File: src/include/dpmf_pkg.sv
// Package of sizes, field positions and reset values for the dual-port mailbox block
package dpmf_pkg;

  // ==========================================================================
  // Mailbox geometry
  localparam int unsigned DPMF_MB_COUNT = 4;
  localparam int unsigned DPMF_BYTES = 4;
  localparam int unsigned DPMF_DATA_W = 32;
  localparam int unsigned DPMF_IDX_W = 2;
  localparam int unsigned DPMF_FLAG_W = 16;
  localparam int unsigned DPMF_STATUS_W = 32;
  localparam int unsigned DPMF_SRC_SEL_W = 4;

  // ==========================================================================
  // Status register layout: bus outgoing (local incoming) flags low half, bus incoming (local outgoing) flags high half
  localparam int unsigned DPMF_OUT_FLAG_LSB = 0;
  localparam int unsigned DPMF_IN_FLAG_LSB = 16;

  // ==========================================================================
  // Reset values
  localparam logic [31:0] DPMF_DATA_RST = 32'h0000_0000;
  localparam logic [15:0] DPMF_FLAG_RST = 16'h0000;
  localparam logic [31:0] DPMF_RDATA_RST = 32'h0000_0000;

  typedef logic [31:0] dpmf_word_t;
  typedef logic [15:0] dpmf_flags_t;

endpackage

File: src/hw/dpmf_mailbox.sv
// Dual-port mailbox block with per-byte full flags and mailbox interrupts
// Function
// Eight 32-bit mailbox words carry command and status between the bus side and the local side.
// Each side sees four incoming and four outgoing mailboxes.
// Bus incoming n is local outgoing n and local incoming n is bus outgoing n, one storage word each.
// Each side has its own status word with one full flag per byte of all eight mailboxes.
// Each side picks one incoming and one outgoing mailbox byte as interrupt sources on its own.
// Local reads of an incoming mailbox return a word held in an output latch.
// Bus reads of an incoming mailbox return a word held in an interlock latch.
// A write to an outgoing mailbox sets full flags only for the enabled bytes.
// An outgoing write stores into the shared word and sets the flags seen on both sides.
// A read of incoming bytes clears their full flags on both sides.
// Mailbox m byte b has its flag at bit 4*(m-1)+b.
// Status words are read-only and either side can clear all full flags at once.
// Writing a full mailbox overwrites it and reading an empty one returns old data, with no retry.
// A burst request to the mailboxes is answered with disconnect-with-data after one data phase.
// An enabled incoming-full interrupt asserts on the clock edge after the other side's write.
// Reset empties every flag and leaves no interrupt pending.
// Local accesses are synchronous to the buffered bus clock.
module dpmf_mailbox
  import dpmf_pkg::*;
(
  input wire logic core_clk_i, // Bus clock, also the buffered local clock
  input wire logic rst_i, // Asynchronous reset, active high
  // Bus side access
  input wire logic pci_req_i, // Access request, one data phase
  input wire logic pci_we_i, // 1 write, 0 read
  input wire logic pci_in_sel_i, // 1 incoming mailbox, 0 outgoing
  input wire logic [1:0] pci_idx_i, // Mailbox number minus one
  input wire logic [3:0] pci_be_i, // Byte enables, active high
  input wire logic [31:0] pci_wdata_i, // Write data
  input wire logic pci_burst_i, // Initiator wants further data phases
  input wire logic pci_flag_clr_all_i, // Clear every full flag
  input wire logic pci_irq_in_en_i, // Incoming-full interrupt enable
  input wire logic [3:0] pci_irq_in_sel_i, // {mailbox, byte} incoming source
  input wire logic pci_irq_out_en_i, // Outgoing-empty interrupt enable
  input wire logic [3:0] pci_irq_out_sel_i, // {mailbox, byte} outgoing source
  input wire logic pci_irq_clr_i, // Software clears pending interrupt
  output logic pci_ack_o, // Data phase taken this cycle
  output logic pci_disconnect_o, // Disconnect with data on this phase
  output logic [31:0] pci_rdata_o, // Latched read data
  output logic [31:0] pci_side_mailbox_flag_status_o, // Bus side status word
  output logic pci_irq_o, // Bus interrupt, active high
  // Local side access
  input wire logic local_req_i, // Access request
  input wire logic local_we_i, // 1 write, 0 read
  input wire logic local_in_sel_i, // 1 incoming mailbox, 0 outgoing
  input wire logic [1:0] local_idx_i, // Mailbox number minus one
  input wire logic [3:0] local_be_i, // Byte enables, active high
  input wire logic [31:0] local_wdata_i, // Write data
  input wire logic local_flag_clr_all_i, // Clear every full flag
  input wire logic local_irq_in_en_i, // Incoming-full interrupt enable
  input wire logic [3:0] local_irq_in_sel_i, // {mailbox, byte} incoming source
  input wire logic local_irq_out_en_i, // Outgoing-empty interrupt enable
  input wire logic [3:0] local_irq_out_sel_i, // {mailbox, byte} outgoing source
  input wire logic local_irq_clr_i, // Software clears pending interrupt
  output logic local_ack_o, // Access taken this cycle
  output logic [31:0] local_rdata_o, // Latched read data
  output logic [31:0] local_side_mailbox_flag_status_o, // Local side status word
  output logic local_irq_o // Local interrupt, active high
);

  // ==========================================================================
  // Helpers
  function automatic dpmf_flags_t byte_mask(input logic [1:0] idx, input logic [3:0] be);
    dpmf_flags_t m;
    m = {12'h000, be};
    return dpmf_flags_t'(m << {idx, 2'b00});
  endfunction

  // ==========================================================================
  // Storage and flags
  dpmf_word_t p2a_mb [DPMF_MB_COUNT]; // Bus outgoing = local incoming
  dpmf_word_t a2p_mb [DPMF_MB_COUNT]; // Local outgoing = bus incoming
  dpmf_word_t next_p2a_mb [DPMF_MB_COUNT];
  dpmf_word_t next_a2p_mb [DPMF_MB_COUNT];
  dpmf_flags_t p2a_full;
  dpmf_flags_t a2p_full;
  dpmf_flags_t next_p2a_full;
  dpmf_flags_t next_a2p_full;
  dpmf_word_t pci_rdata;
  dpmf_word_t local_rdata;
  dpmf_word_t next_pci_rdata;
  dpmf_word_t next_local_rdata;
  logic pci_irq_pend;
  logic local_irq_pend;
  logic next_pci_irq_pend;
  logic next_local_irq_pend;

  logic pci_wr_out;
  logic pci_rd_in;
  logic local_wr_out;
  logic local_rd_in;
  logic clr_all;
  logic pci_evt;
  logic local_evt;

  assign pci_wr_out = pci_req_i & pci_we_i & ~pci_in_sel_i;
  assign pci_rd_in = pci_req_i & ~pci_we_i & pci_in_sel_i;
  assign local_wr_out = local_req_i & local_we_i & ~local_in_sel_i;
  assign local_rd_in = local_req_i & ~local_we_i & local_in_sel_i;
  assign clr_all = pci_flag_clr_all_i | local_flag_clr_all_i;

  // Every access completes in its own cycle; no retry or abort exists
  assign pci_ack_o = pci_req_i;
  assign local_ack_o = local_req_i;
  assign pci_disconnect_o = pci_req_i & pci_burst_i;

  // ==========================================================================
  // Mailbox data and read latches
  always_comb begin
    next_p2a_mb = p2a_mb;
    next_a2p_mb = a2p_mb;
    next_pci_rdata = pci_rdata;
    next_local_rdata = local_rdata;
    // Reads capture the word before any same-cycle write from the far side
    if (pci_req_i && !pci_we_i) begin
      next_pci_rdata = pci_in_sel_i ? a2p_mb[pci_idx_i] : p2a_mb[pci_idx_i];
    end
    if (local_req_i && !local_we_i) begin
      next_local_rdata = local_in_sel_i ? p2a_mb[local_idx_i] : a2p_mb[local_idx_i];
    end
    // Writes to incoming mailboxes are ignored: those are read-only
    for (int b = 0; b < DPMF_BYTES; b++) begin
      if (pci_wr_out && pci_be_i[b]) begin
        next_p2a_mb[pci_idx_i][b*8 +: 8] = pci_wdata_i[b*8 +: 8];
      end
      if (local_wr_out && local_be_i[b]) begin
        next_a2p_mb[local_idx_i][b*8 +: 8] = local_wdata_i[b*8 +: 8];
      end
    end
  end

  always_ff @(posedge core_clk_i or posedge rst_i) begin
    if (rst_i) begin
      for (int m = 0; m < DPMF_MB_COUNT; m++) begin
        p2a_mb[m] <= DPMF_DATA_RST;
        a2p_mb[m] <= DPMF_DATA_RST;
      end
      pci_rdata <= DPMF_RDATA_RST;
      local_rdata <= DPMF_RDATA_RST;
    end else begin
      p2a_mb <= next_p2a_mb;
      a2p_mb <= next_a2p_mb;
      pci_rdata <= next_pci_rdata;
      local_rdata <= next_local_rdata;
    end
  end

  // ==========================================================================
  // Full flags: clears first, then sets, so a set in the same cycle wins
  always_comb begin
    next_p2a_full = p2a_full;
    next_a2p_full = a2p_full;
    if (clr_all) begin
      next_p2a_full = DPMF_FLAG_RST;
      next_a2p_full = DPMF_FLAG_RST;
    end
    if (local_rd_in) begin
      next_p2a_full = next_p2a_full & ~byte_mask(local_idx_i, local_be_i);
    end
    if (pci_rd_in) begin
      next_a2p_full = next_a2p_full & ~byte_mask(pci_idx_i, pci_be_i);
    end
    if (pci_wr_out) begin
      next_p2a_full = next_p2a_full | byte_mask(pci_idx_i, pci_be_i);
    end
    if (local_wr_out) begin
      next_a2p_full = next_a2p_full | byte_mask(local_idx_i, local_be_i);
    end
  end

  always_ff @(posedge core_clk_i or posedge rst_i) begin
    if (rst_i) begin
      p2a_full <= DPMF_FLAG_RST;
      a2p_full <= DPMF_FLAG_RST;
    end else begin
      p2a_full <= next_p2a_full;
      a2p_full <= next_a2p_full;
    end
  end

  // Bus word: outgoing low, incoming high; local word: incoming low, outgoing high,
  // so a mailbox byte sits at the same bit in both words
  assign pci_side_mailbox_flag_status_o = {a2p_full, p2a_full};
  assign local_side_mailbox_flag_status_o = {a2p_full, p2a_full};

  // ==========================================================================
  // Interrupts: incoming byte becoming full, outgoing byte becoming empty
  always_comb begin
    pci_evt = 1'b0;
    local_evt = 1'b0;
    if (pci_irq_in_en_i && next_a2p_full[pci_irq_in_sel_i] && !a2p_full[pci_irq_in_sel_i]) begin
      pci_evt = 1'b1;
    end
    if (pci_irq_out_en_i && p2a_full[pci_irq_out_sel_i] && !next_p2a_full[pci_irq_out_sel_i]) begin
      pci_evt = 1'b1;
    end
    if (local_irq_in_en_i && next_p2a_full[local_irq_in_sel_i] && !p2a_full[local_irq_in_sel_i]) begin
      local_evt = 1'b1;
    end
    if (local_irq_out_en_i && a2p_full[local_irq_out_sel_i] && !next_a2p_full[local_irq_out_sel_i]) begin
      local_evt = 1'b1;
    end
    // A new event outranks a clear in the same cycle
    next_pci_irq_pend = pci_evt | (pci_irq_pend & ~pci_irq_clr_i);
    next_local_irq_pend = local_evt | (local_irq_pend & ~local_irq_clr_i);
  end

  always_ff @(posedge core_clk_i or posedge rst_i) begin
    if (rst_i) begin
      pci_irq_pend <= 1'b0;
      local_irq_pend <= 1'b0;
    end else begin
      pci_irq_pend <= next_pci_irq_pend;
      local_irq_pend <= next_local_irq_pend;
    end
  end

  assign pci_irq_o = pci_irq_pend;
  assign local_irq_o = local_irq_pend;
  assign pci_rdata_o = pci_rdata;
  assign local_rdata_o = local_rdata;

endmodule

File: config.mk
export PLATFORM = sky130hd
export DESIGN_NAME = dpmf_mailbox
export DESIGN_NICKNAME = d
export VERILOG_FILES = /design/src/include/dpmf_pkg.sv /design/src/hw/dpmf_mailbox.sv
export SDC_FILE = /design/constraint.sdc
export NUM_CORES = 1
export LEC_CHECK = 0
export BUFFER_PORTS_ARGS = -buffer_cell sky130_fd_sc_hd__buf_2
export CAP_MARGIN = 40
export CELL_PAD_IN_SITES_DETAIL_PLACEMENT = 0
export CELL_PAD_IN_SITES_GLOBAL_PLACEMENT = 1
export CORE_ASPECT_RATIO = 0.8
export CORE_UTILIZATION = 52
export DETAILED_ROUTE_END_ITERATION = 8
export GPL_ROUTABILITY_DRIVEN = 0
export PLACE_DENSITY_LB_ADDON = 0.1
export SLEW_MARGIN = 40
export SYNTH_ARGS = -nofsm -noshare
export SYNTH_HDL_FRONTEND = slang
export SYNTH_SLANG_ARGS = --single-unit
File: constraint.sdc
create_clock -name core_clk_i -period 29.1 [get_ports core_clk_i]
set_input_delay 4.365 -clock core_clk_i [delete_from_list [all_inputs] [get_ports core_clk_i]]
set_output_delay 4.365 -clock core_clk_i [all_outputs]
set_load 0.01 [all_outputs]
==> impl_metrics.yaml, run 1 <==
synth:
  synth_seq_cells: 354
  synth_edf_count: 0
  synth_xor_xnor_area_share_pct: 0
  synth_simple_gate_area_share_pct: 5.83
  synth_compound_area_share_pct: 4.53
  yosysTopAreaCell: "dfrtp_1"
  synthMuxAreaShare_pct: 37.5
  synthAdderAreaFrac_pct: 0
  netlist.area_leader.share_pct: 47.9
  async_flop_share_pct: 100
  synth_cell_type_count: 53
  synth-main-ff-cell: "dfrtp_1"
  synth_area_sq_um: 18500
  yosysMostFrequentCell: "dfrtp_1"
  synth.yosys.seq_area_share_pct: 47.9
  synthTopCellsByArea: "dfrtp_1 (48%), mux4_2 (18%), mux2_2 (16%)"
  ys_top_cells_by_count: "dfrtp_1 (354), mux2_2 (259), mux4_2 (148), nand2_1 (80), mux2i_1 (69)"
  synth_top_family_by_area: "multiplexers"
  ys_warn_count: 0
  synthCells: 1300
  avgSynthCellArea_sq_um: 14.2
  syn_nets: 1409
critical_path:
  critPathLaunch: "pci_req_i"
  cp.arrival_ns: 4.79
  crit_type: "in -> out"
  setup.worst_path.end_class: "primary output"
  cp_max_fo: 9
  crit-reg2reg-launch: "a2p_full[0]"
  cp_data_required_time_ns: 24.73
  startpoint_type: "primary input"
sta:
  tns_ns: 0
  max_freq_mhz: 109
  min_period_ns: 9.15
  hold_violations: 0
  fin_skew_ns: 0.00931
  finalSetupViolCount: 0
  slew_headroom_pct: 42.2
  fin_ws_ns: 19.95
  slew_viol_final: 0
  finalCritPeriodShare_pct: 31.5
  rsz0062_at_grt: "false"
  worst_pin_slew_ns: 0.867
grt:
  grt_max_degree: 122
  first_global_vias: 12300
  gr-total-overflow: 0
  antenna_found_initial: 5
  grt_util_all_layers_pct: 28.7
  grt_pass1_wl_um: 77100
floorplan:
  die_area_sq_um: 36300
  rows: 61
  pin_count: 242
  start_util_pct: 53.0
  die_x_um: 213
  core_area_sq_um: 34900
  die_height_um: 171
finish:
  nNetsFinal: 1582
  drive_above_1_share_pct: 50.4
  final_cells: 1973
  area_growth_syn_to_layout_pct: 13.8
route:
  route.met3.wl_um: 3890
  wl_met2_um: 22800
  drt_iter0_drc: 1074
  vias: 12300
  top_layer: "met5"
  routed_via_density: 6.25
  drc_errors: 0
  postRouteAntennaNets: 0
  dr.pass1.iters: 5
  met1_length_um: 22400
  wl_um: 50300
  detail_route.wl_per_cell_um: 25.5
clock_tree:
  clk_path_buf_depth: 3
  cts_tree: "built"
  clk_pin_slew_ns: 0.06
  cts_hold_buf: 0
  ctsRootBufferMaster: "clkbuf_16"
  ctsResizeCount: 0
  clkSinkCount: 354
  cts-htree-levels: 2
  numCtsBuffers: 37
  clock_latency_ns: 0.53
  post-cts-setup-buffers: 0
placement:
  dp_hpwl_um: 33500
  dp_slack_ns: 19.95
  dp.cells: 1906
  portBuffers: 241
hold_path:
  hp-start: "pci_rdata_o[27]"
  worstHoldPathType: "reg -> reg"
outcome:
  status: "complete, no violations"
pwr:
  leakagePower_nw: 9.71
  power.density_nw_per_um2: 67.1
  peakVddDrop_mv: 0.0453
run:
  cap_viol_max_count: 0
[worst max-delay path, stage by stage]
cell and delay [ns]:
buf_2 0.17, and2_1 0.14, buf_2 0.12
[layout by cell type, fill, tap and decap left out, drive strengths merged, types with 15 or more instances in the layout]
cell	instances
o21ai	73
o211ai	19
mux4	148
clkbuf	57
nand2b	15
dfrtp	354
buf	255
mux2i	69
mux2	259
inv	18
nand2	80
nor2	24
nand4	16
[layout make-up]
class	instances	area, sq um
Fill cell	2797	13800
Multi-Input combinational cell	807	8890
Sequential cell	354	8860
Timing Repair Buffer	255	1370
Clock buffer	57	1150
Tap cell	472	591
Clock inverter	9	98.8
Inverter	18	80.1
Antenna cell	1	2.50
[through the flow]
step / hold WS, ns / area, sq um / utilization [%] / power [mW]
2_1_floorplan: 0.491 / 18500 / - / 0.838
3_3_place_gp: 0.456 / 19700 / 56.5 / 0.921
3_5_place_dp: 0.465 / 19800 / 56.7 / 0.932
4_1_cts: 0.478 / 21000 / 60.3 / 1.42
5_1_grt: 0.498 / 21000 / 60.3 / 1.48
6_report: 0.473 / 21000 / 60.3 / 1.41
[worst paths after layout]
kind	end	slack, ns	depth (start not counted)
min in group asynchronous	a2p_mb[59]	3.91	2
worst max-delay path	pci_disconnect_o	19.95	3
worst max register to register	local_irq_o	27.05	6
worst min register to register	pci_rdata_o[27]	0.47	2
max in group asynchronous	p2a_mb[111]	23.21	5
worst min-delay path	pci_rdata_o[27]	0.47	2
[logic make-up after synthesis]
logic type | count (synthesis)
AO/OA/AOI/OAI | 133
AND/OR/NAND/NOR | 198
flip-flops | 354
multiplexers | 476
buffers and inverters | 139
[metal layers]
layer	vias to the layer above	GRT usage [%]
met2	454	42.8
met5	-	0
met4	8	7.38
met3	86	7.12
li1	5311	-
met1	6469	42.2
[power by group]
| group | internal [mW] | switching, mW |
|---|---|---|
| sequential | 0.585 | 0.0625 |
| combinational | 0.157 | 0.120 |
| clock | 0.291 | 0.197 |
| total | 1.03 | 0.379 |
[sequential cells by signal (all words and copies together), names as in the netlist]
name           flops
local_rdata_o     32
p2a_full          16
a2p_full          16
p2a_mb           128
local_irq_o        1
a2p_mb           128
pci_irq_o          1
pci_rdata_o       32
No activity file was read; power rests on OpenSTA's default activity.
==> inputs of run 2 (changes only) <==
- CORE_UTILIZATION: 52 -> 48
- clock period: 29.1 -> 8.8 ns (I/O delays scaled with it)
==> impl_metrics.yaml, run 2 (same netlist as run 1, synthesis figures left out) <==
outcome:
  status: "complete, no violations"
finish:
  nNetsFinal: 1585
  largestRegisters: "a2p_mb x128, p2a_mb x128"
  layout.cells.most_common: "dfrtp_1"
  final_cell_mix: "dfrtp_1 (354), mux2_2 (259), buf_2 (237)"
  area_growth_syn_to_layout_pct: 14.1
  final_util_pct: 56.2
  n_antenna_cell: 0
  drive_above_1_share_pct: 50.5
floorplan:
  die_x_um: 221
  pin_count: 242
  core_area_sq_um: 37500
  rows: 63
  die_height_um: 178
  die_area_sq_um: 39300
  start_util_pct: 49.3
route:
  drc_errors: 0
  vias: 12300
  dr.pass1.iters: 6
  detail_route.wl_per_cell_um: 25.7
  routed_via_density: 6.19
  drt_iter0_drc: 1101
  postRouteAntennaNets: 0
  wl_um: 51300
critical_path:
  cp.arrival_ns: 4.57
  startpoint_type: "primary input"
  cp_max_fo: 38
  worstPathCellList: "buf_4 -> buf_4 -> nor2_1 -> nand2_1 -> nand2_1 -> o211ai_2 -> a32oi_1 -> o311a_1 -> a2111o_1"
  cp_slowest_cell: "buf_4"
  reg2reg_depth: 6
  cp_num_buf_inv: 2
  cp_slowest_stage_delay_ns: 0.70
  setup.worst_path.end_class: "flop"
  crit_type: "in -> reg"
  cp_num_cells: 9
  cp_data_required_time_ns: 9.22
  worst_path_dominant_cell_family: "buffers and inverters"
grt:
  antenna_found_initial: 0
  first_global_vias: 12300
  grt_pass1_wl_um: 78500
  gr-total-overflow: 0
  grt_max_degree: 104
  grt_util_all_layers_pct: 26.5
sta:
  slew_viol_final: 0
  rsz0062_at_grt: "false"
  fin_skew_ns: 0.0113
  hold_violations: 0
  whs_ns: 0.473
  max_freq_mhz: 241
  tns_ns: 0
  finalCritPeriodShare_pct: 47.2
  min_period_ns: 4.15
  finalSetupViolCount: 0
  slew_headroom_pct: 42.3
  worst_pin_slew_ns: 0.866
hold_path:
  worstHoldPathType: "reg -> reg"
  hold_depth: 2
pwr:
  power_mw: 4.68
  power.density_nw_per_um2: 222
  leakagePower_nw: 9.71
  peakVddDrop_mv: 0.123
clock_tree:
  cts_hold_buf: 0
  numCtsBuffers: 38
  clkSinkCount: 354
  ctsResizeCount: 0
  post-cts-setup-buffers: 0
  clk_pin_slew_ns: 0.06
  ctsRootBufferMaster: "clkbuf_16"
  cts_tree: "built"
  clock_latency_ns: 0.54
  cts-htree-levels: 2
  clk_path_buf_depth: 3
placement:
  dp_hpwl_um: 35300
  portBuffers: 241
run:
  cap_viol_max_count: 0
==> run 2: worst reg2reg max path, stage by stage (launching register included) <==
cell and delay, ns:
dfrtp_1 0.48, mux4_2 0.49, nand3b_1 0.17, o22ai_1 0.11, a32oi_1 0.22, nand4_1 0.12, a2111o_1 0.39
==> run 2: worst paths after layout <==
path / startpoint / to / slack, ns
max reg2reg: a2p_full[2] / local_irq_o / 6.71
max in group asynchronous: rst_i / a2p_mb[10] / 6.94
min reg2reg: pci_rdata_o[10] / pci_rdata_o[10] / 0.47
min in group asynchronous: rst_i / a2p_mb[97] / 0.89
min: pci_rdata_o[10] / pci_rdata_o[10] / 0.47
max: pci_idx_i[0] / local_irq_o / 4.65
==> run 2: final cells by class <==
class / count / area, sq um
sequential: 354 / 8860
inverter: 18 / 71.3
tap: 487 / 609
clock buffer: 56 / 1120
clock inverter: 14 / 148
timing repair buffer: 257 / 1390
multi-input combinational: 807 / 8900
fill: 3120 / 16400
==> run 2: metrics by stage <==
stage | instances | setup slack (ns) | area [sq um]
detailed placement | 1923 | 4.11 | 19800
global placement | 1922 | 4.13 | 19700
global route | 1993 | 4.41 | 21100
CTS | 1993 | 4.66 | 21100
finish | 1993 | 4.65 | 21100
floorplan | 1300 | 2.74 | 18500
==> run 2: metal layers <==
layer / vias to the layer above / GRT usage [%] / routed length, um
li1: 5289 / - / -
met1: 6496 / 39.3 / 23400
met2: 473 / 41.1 / 23700
met3: 78 / 4.16 / 3040
met4: 0 / 6.39 / 1080
met5: - / 0 / 0
==> run 2: power breakdown <==
part | switching, mW | internal [mW]
combinational | 0.398 | 0.520
sequential | 0.205 | 1.93
clock | 0.673 | 0.946
total | 1.27 | 3.40
